--- src/hdl/csrbit_defs.vh ---
/*
 * csrbit_defs.vh: reset values and field layout for the register bit access library.
 * Assumes inclusion by csrbit_policy_bank.v only; defines only.
 */
`ifndef CSRBIT_DEFS_VH
`define CSRBIT_DEFS_VH

// ----------------------------------------------------------------------------
// data width and bit positions within the 16-bit status word
// ----------------------------------------------------------------------------
`define CSRBIT_WIDTH 16
`define CSRBIT_POS_RO 0
`define CSRBIT_POS_SOR 1
`define CSRBIT_POS_COR 2
`define CSRBIT_POS_WO 3
`define CSRBIT_POS_W1C 4
`define CSRBIT_POS_WAC 5
`define CSRBIT_POS_LL 6
`define CSRBIT_POS_LH 7
`define CSRBIT_POS_SC 8
`define CSRBIT_POS_SS 9
`define CSRBIT_POS_ROLH 10
`define CSRBIT_POS_STICKY 11
`define CSRBIT_POS_KLR 12
`define CSRBIT_POS_KSR 13

// ----------------------------------------------------------------------------
// reset values
// ----------------------------------------------------------------------------
`define CSRBIT_RST_SOR 1'b0
`define CSRBIT_RST_WO 1'b0
`define CSRBIT_RST_LL 1'b1
`define CSRBIT_RST_SS 1'b1
`define CSRBIT_RST_KEEP 1'b0
`define CSRBIT_RST_WORD 16'h0000

`endif

--- src/hdl/csrbit_policy_bank.v ---
/*
 * csrbit_policy_bank.v: one register word with one bit of each access policy.
 * Assumes a host path that gives one-cycle read and write strobes, and condition
 * inputs synchronous to clk. A read returns data one cycle after the strobe.
 * Lite and soft reset are level inputs in the clk domain; they never clear the
 * hardware-owned status bits, only the software-written state named below.
 */
`include "csrbit_defs.vh"
`timescale 1ns/1ps
`default_nettype none

module csrbit_policy_bank
(
   input wire clk,
   input wire reset_n,
   input wire liteReset,
   input wire softReset,
   input wire regRead,
   input wire regWrite,
   input wire [15:0] writeData,
   input wire roValue,
   input wire corSet,
   input wire w1cSet,
   input wire wacSet,
   input wire latchLowCond,
   input wire latchHighCond,
   input wire selfClearDone,
   input wire selfSetDone,
   input wire statusCond,
   input wire stickyCond,
   output reg [15:0] readData,
   output wire readValid,
   output wire woValue,
   output wire selfClearBit,
   output wire selfSetBit,
   output wire keepOnLiteReset,
   output wire keepOnSoftReset
);

   // ----------------------------------------------------------------------------
   // state
   // ----------------------------------------------------------------------------
   reg setOnRead_q;
   reg clearOnRead_q;
   reg writeOnly_q;
   reg w1c_q;
   reg writeAnyClear_q;
   reg latchLowBit_q;
   reg latchHighBit_q;
   reg selfClear_q;
   reg selfSet_q;
   reg statusLatched_q;
   reg statusRead_q;
   reg sticky_q;
   reg keepLite_q;
   reg keepSoft_q;
   reg readValid_q;
   reg [15:0] readWord;

   // one accessor keeps every write decode tied to one bit position
   function wdBit;
      input [15:0] data;
      input integer pos;
      begin
         wdBit = data[pos];
      end
   endfunction

   // ----------------------------------------------------------------------------
   // read word: captured values are those before the read side effects
   // ----------------------------------------------------------------------------
   always @*
   begin
      readWord = `CSRBIT_RST_WORD;
      readWord[`CSRBIT_POS_RO] = roValue;
      readWord[`CSRBIT_POS_SOR] = setOnRead_q;
      readWord[`CSRBIT_POS_COR] = clearOnRead_q;
      // write-only reads zero so no stored command leaks back out
      readWord[`CSRBIT_POS_WO] = 1'b0;
      readWord[`CSRBIT_POS_W1C] = w1c_q;
      readWord[`CSRBIT_POS_WAC] = writeAnyClear_q;
      readWord[`CSRBIT_POS_LL] = latchLowBit_q;
      readWord[`CSRBIT_POS_LH] = latchHighBit_q;
      readWord[`CSRBIT_POS_SC] = selfClear_q;
      readWord[`CSRBIT_POS_SS] = selfSet_q;
      readWord[`CSRBIT_POS_ROLH] = statusLatched_q;
      readWord[`CSRBIT_POS_STICKY] = sticky_q;
      readWord[`CSRBIT_POS_KLR] = keepLite_q;
      readWord[`CSRBIT_POS_KSR] = keepSoft_q;
   end

   // ----------------------------------------------------------------------------
   // read port: registered answer one cycle after the strobe
   // ----------------------------------------------------------------------------
   // the captured word is the one before this edge's side effects take hold
   always @(posedge clk)
   begin
      if (!reset_n)
      begin
         readValid_q <= 1'b0;
         readData <= `CSRBIT_RST_WORD;
      end
      else
      begin
         readValid_q <= regRead;
         if (regRead)
         begin
            readData <= readWord;
         end
      end
   end

   // ----------------------------------------------------------------------------
   // bit policies; a simultaneous read and write is treated as both, except set-on-read, where the read wins
   // ----------------------------------------------------------------------------
   always @(posedge clk)
   begin
      if (!reset_n)
      begin
         setOnRead_q <= `CSRBIT_RST_SOR;
         clearOnRead_q <= 1'b0;
         writeOnly_q <= `CSRBIT_RST_WO;
         w1c_q <= 1'b0;
         writeAnyClear_q <= 1'b0;
         latchLowBit_q <= `CSRBIT_RST_LL;
         latchHighBit_q <= 1'b0;
         selfClear_q <= 1'b0;
         selfSet_q <= `CSRBIT_RST_SS;
         statusLatched_q <= 1'b0;
         statusRead_q <= 1'b0;
         sticky_q <= 1'b0;
      end
      else
      begin
         // set-on-read: software writes may clear it, the next read sets it again
         if (regRead)
         begin
            setOnRead_q <= 1'b1;
         end
         else if (regWrite)
         begin
            setOnRead_q <= wdBit(writeData, `CSRBIT_POS_SOR);
         end
         // clear-on-read: an event in the read cycle survives the clear
         if (corSet)
         begin
            clearOnRead_q <= 1'b1;
         end
         else if (regRead)
         begin
            clearOnRead_q <= 1'b0;
         end
         if (regWrite)
         begin
            writeOnly_q <= wdBit(writeData, `CSRBIT_POS_WO);
         end
         if (w1cSet)
         begin
            w1c_q <= 1'b1;
         end
         else if (regWrite && wdBit(writeData, `CSRBIT_POS_W1C))
         begin
            w1c_q <= 1'b0;
         end
         if (wacSet)
         begin
            writeAnyClear_q <= 1'b1;
         end
         else if (regWrite)
         begin
            writeAnyClear_q <= 1'b0;
         end
         // latch-low rearms to one on read unless the low condition persists
         if (latchLowCond)
         begin
            latchLowBit_q <= 1'b0;
         end
         else if (regRead)
         begin
            latchLowBit_q <= 1'b1;
         end
         if (latchHighCond)
         begin
            latchHighBit_q <= 1'b1;
         end
         else if (regRead)
         begin
            latchHighBit_q <= 1'b0;
         end
         // self-clear: software starts it, the hardware done strobe ends it
         if (regWrite && wdBit(writeData, `CSRBIT_POS_SC))
         begin
            selfClear_q <= 1'b1;
         end
         else if (selfClearDone)
         begin
            selfClear_q <= 1'b0;
         end
         if (regWrite && !wdBit(writeData, `CSRBIT_POS_SS))
         begin
            selfSet_q <= 1'b0;
         end
         else if (selfSetDone)
         begin
            selfSet_q <= 1'b1;
         end
         // latched status: a read arms the fall, which then waits for the condition to go
         // without the armed flag a condition dropping after the read would leave the bit high
         if (statusCond)
         begin
            statusLatched_q <= 1'b1;
         end
         else if (regRead || statusRead_q)
         begin
            statusLatched_q <= 1'b0;
         end
         // armed only while high; a fresh rise after the fall needs a fresh read
         if (!statusLatched_q)
         begin
            statusRead_q <= 1'b0;
         end
         else if (regRead)
         begin
            statusRead_q <= 1'b1;
         end

         if (stickyCond)
         begin
            sticky_q <= 1'b1;
         end
         else if (regWrite && !wdBit(writeData, `CSRBIT_POS_STICKY))
         begin
            sticky_q <= 1'b0;
         end
         // lite and soft reset return the non-retained software state only
         if (liteReset || softReset)
         begin
            setOnRead_q <= `CSRBIT_RST_SOR;
            writeOnly_q <= `CSRBIT_RST_WO;
         end
      end
   end

   // ----------------------------------------------------------------------------
   // retained bits: each survives its own reset kind, the other kind clears it
   // ----------------------------------------------------------------------------
   // a write in the same cycle as the clearing reset loses to that reset
   always @(posedge clk)
   begin
      if (!reset_n)
      begin
         keepLite_q <= `CSRBIT_RST_KEEP;
         keepSoft_q <= `CSRBIT_RST_KEEP;
      end
      else
      begin
         // software owns both bits between resets
         if (regWrite)
         begin
            keepLite_q <= wdBit(writeData, `CSRBIT_POS_KLR);
            keepSoft_q <= wdBit(writeData, `CSRBIT_POS_KSR);
         end
         if (softReset)
         begin
            keepLite_q <= `CSRBIT_RST_KEEP;
         end
         if (liteReset)
         begin
            keepSoft_q <= `CSRBIT_RST_KEEP;
         end
      end
   end

   // ----------------------------------------------------------------------------
   // outputs
   // ----------------------------------------------------------------------------
   assign readValid = readValid_q;
   assign woValue = writeOnly_q;
   assign selfClearBit = selfClear_q;
   assign selfSetBit = selfSet_q;
   assign keepOnLiteReset = keepLite_q;
   assign keepOnSoftReset = keepSoft_q;

endmodule // csrbit_policy_bank
`default_nettype wire

--- config.mk ---
export PLATFORM = sky130hd
export DESIGN_NAME = csrbit_policy_bank
export DESIGN_NICKNAME = d
export VERILOG_FILES = /design/src/hdl/csrbit_policy_bank.v
export VERILOG_INCLUDE_DIRS = /design/src /design/src/hdl
export SDC_FILE = /design/constraint.sdc
export NUM_CORES = 1
export LEC_CHECK = 0
export BUFFER_PORTS_ARGS = -buffer_cell sky130_fd_sc_hd__buf_2
export CAP_MARGIN = 20
export CORE_UTILIZATION = 43
export DETAILED_ROUTE_END_ITERATION = 16
export PLACE_DENSITY = 0.75
export SYNTH_ARGS = -nofsm -noshare
export SYNTH_HDL_FRONTEND = slang
export SYNTH_SLANG_ARGS = --single-unit
--- constraint.sdc ---
create_clock -name clk -period 1 [get_ports clk]
set_clock_uncertainty 0.1 [all_clocks]
set_input_delay 0.1 -clock clk [delete_from_list [all_inputs] [get_ports clk]]
set_output_delay 0.1 -clock clk [all_outputs]
set_load 0.01 [all_outputs]
==> impl_metrics.csv <==
group,metric,value,unit
cts,path_clk_slew,0.13,ns
worst_setup_path,end_kind,"output pin",
place,port_buffers,42,
global_route,overflow,0,
floorplan,initial_core_util,46.51,%
timing,grt_setup_unrepaired,"yes",
cts,cts_buffers,3,
worst_setup_path,cp.required,0.80,ns
cells_and_area,final_cell_mix,"24 x buf_2, 21 x dlygate4sd3_1, 18 x dfxtp_2, 18 x buf_6, 17 x nor2b_1",
drt,via_count,920,
floorplan,die-area,0.002664,mm2
cts,htreeDepth,1,
worst_setup_path,critical_path_arrival,0.80,ns
cts,cts_tree,"done",
timing,whs,0.02583,ns
global_route,grt_util_met1,22.67,%
cts,cts.sinks,28,
cells_and_area,fin_util,75.10,%
logic_synthesis,synth-seq-cells,28,
cells_and_area,synthToLayoutAreaGrowth,61.47,%
cells_and_area,multi_input_area,432.9,um2
place,placed_cell_area,0.001299,mm2
cells_and_area,nFillCells,156,
logic_synthesis,ys_types,23,
global_route,grt_use_total,19.94,%
place,dp_hpwl,1.456,mm
drt,wl,2.570,mm
floorplan,fp.dieH,51.62,um
floorplan,ios,54,
cells_and_area,num-nets-final,204,
cts,clk-insertion-delay-late,0.31,ns
logic_synthesis,synth_area,0.001059,mm2
timing,hold_violations,0,
floorplan,num_rows,17,
timing,drv_slew,0,
worst_setup_path,crit_chain,"buf_6",
cells_and_area,mostFrequentLayoutCell,"buf_2",
drt,routedWlPerCell,12.98,um
floorplan,coreArea,0.002276,mm2
cells_and_area,design_area,0.001709,mm2
timing,setup_tns,0,ns
power,ir_drop,0.8686,mV
worst_setup_path,critical_path.max_stage_delay,0.38,ns
worst_setup_path,crit_buf_inv,1,
worst_setup_path,crit_type,"reg -> out",
flow_run,drv_cap,0,
cells_and_area,diodes,0,
timing,finalCritPeriodShare,99.86,%
drt,remaining_drc_errors,0,
floorplan,die_x,51.62,um
power,p_leak,0.7989,nW
global_route,grt_pass1_vias,877,
outcome,status,"finished clean",
cells_and_area,top_register,"readData",
worst_setup_path,crit_family,"flip-flops",
timing,setup_viol,0,
power,p_per_area,1189,mW/mm2
min_path,hold_class,"in -> reg",
drt,drtIter0Drc,7,
logic_synthesis,ys_seq_area_share,52.96,%
timing,min_period,0.9986,ns
place,gp_congestion,0.6784,
logic_synthesis,syn_inst,99,
cells_and_area,layout-drive-gt1-share,44.12,%
worst_setup_path,worst_setup_path_start_kind,"register",
cts,clk_root_buffer_cell,"clkbuf_4",
global_route,antenna_found_initial,0,
global_route,grt_use_met3,3.509,%
global_route,grt_max_degree,16,
global_route,grt.busiest_layer,"met2",
drt,antenna_left,0,
logic_synthesis,syn_avg_cell_area,10.69,um2
cells_and_area,regArea,583.1,um2
worst_setup_path,crit_slowest_cell,"dfxtp_2",
drt,post_drt_via_cell_ratio,4.646,
worst_setup_path,path_max_fanout,3,
cells_and_area,largest_reg_flops,13,
global_route,met2_usage,36.58,%
drt,drt_pass1_iterations,6,
cts,clk_path_buf_depth,2,
timing,clock.fmax,1.001,GHz
logic_synthesis,ys_warn_count,0,
global_route,grt_pass1_wl,3.864,mm
-- stage by stage --
step | setup slack [ns] | cells | power [mW]
5_1_grt | -0.03811 | 198 | 2.123
3_5_place_dp | 0.06326 | 169 | 1.480
3_3_place_gp | 0.1016 | 169 | 1.470
4_1_cts | 0.00005562 | 196 | 1.995
6_report | 0.001375 | 198 | 2.032
2_1_floorplan | 0.1364 | 101 | 1.379
-- Yosys cell counts (all sizes together) --
master   n  area share [%]
o22ai    1            0.59
a21oi    3             1.4
nor3     2            0.95
buf      7             6.3
dfxtp   28              53
mux2i   16              15
clkbuf   1            0.35
a21boi   2             1.4
nand2    4             1.4
nor3b    1            0.71
nand2b   2             1.2
a211oi   1            0.71
nor2     4             1.4
inv      2            0.71
o21ai    2            0.95
o21a     2             1.4
conb     1            0.35
nor2b   17              10
and2     1            0.59
and2b    2             1.4
-- path summary, 6_finish.rpt --
path                                       from              end  slack (ns)  depth (start not counted)
worst max-delay path            keepOnLiteReset  keepOnLiteReset       0.001                          1
worst max register to register      setOnRead_q      setOnRead_q        0.04                          3
worst min register to register  statusLatched_q     statusRead_q        0.37                          2
worst min-delay path                   regWrite     selfClearBit        0.03                          3
-- power by group --
part	internal, mW	switching (mW)
logic	0.236	0.142
clock network	0.141	0.301
registers	1.18	0.0342
total	1.55	0.477
-- kinds of logic after synthesis --
| logic type | count (synthesis) | share of synthesized area [%] |
|---|---|---|
| compound gates | 11 | 6.501 |
| mux | 16 | 15.13 |
| buf+inv | 10 | 7.328 |
| other cells | 1 | 0.3543 |
| flops | 28 | 52.96 |
| simple gates | 33 | 17.73 |
-- per-layer routing --
metal	vias to the layer above	share of wire, %
li1	459	-
met1	422	40
met2	35	54
met3	4	4.0
met4	0	1.1
met5	-	0
-- area by class of cell --
class                   count  share of cell area [%]
clock buffers               3                   1.318
inverters                   2                  0.4392
multi-input cells          63                   25.33
flip-flops and latches     28                   34.11
well taps                  28                   2.050
repair buffers             74                   36.75
-- what timing repair did --
| action | CTS | global route |
|---|---|---|
| hold endpoints to repair | 14 | 0 |
| hold buffers | 21 | 0 |
| setup endpoints to repair | 17 | 20 |
| setup buffers | 3 | 2 |
| resized for setup | 19 | 19 |
Note: power is estimated with default switching activity, not from simulation.
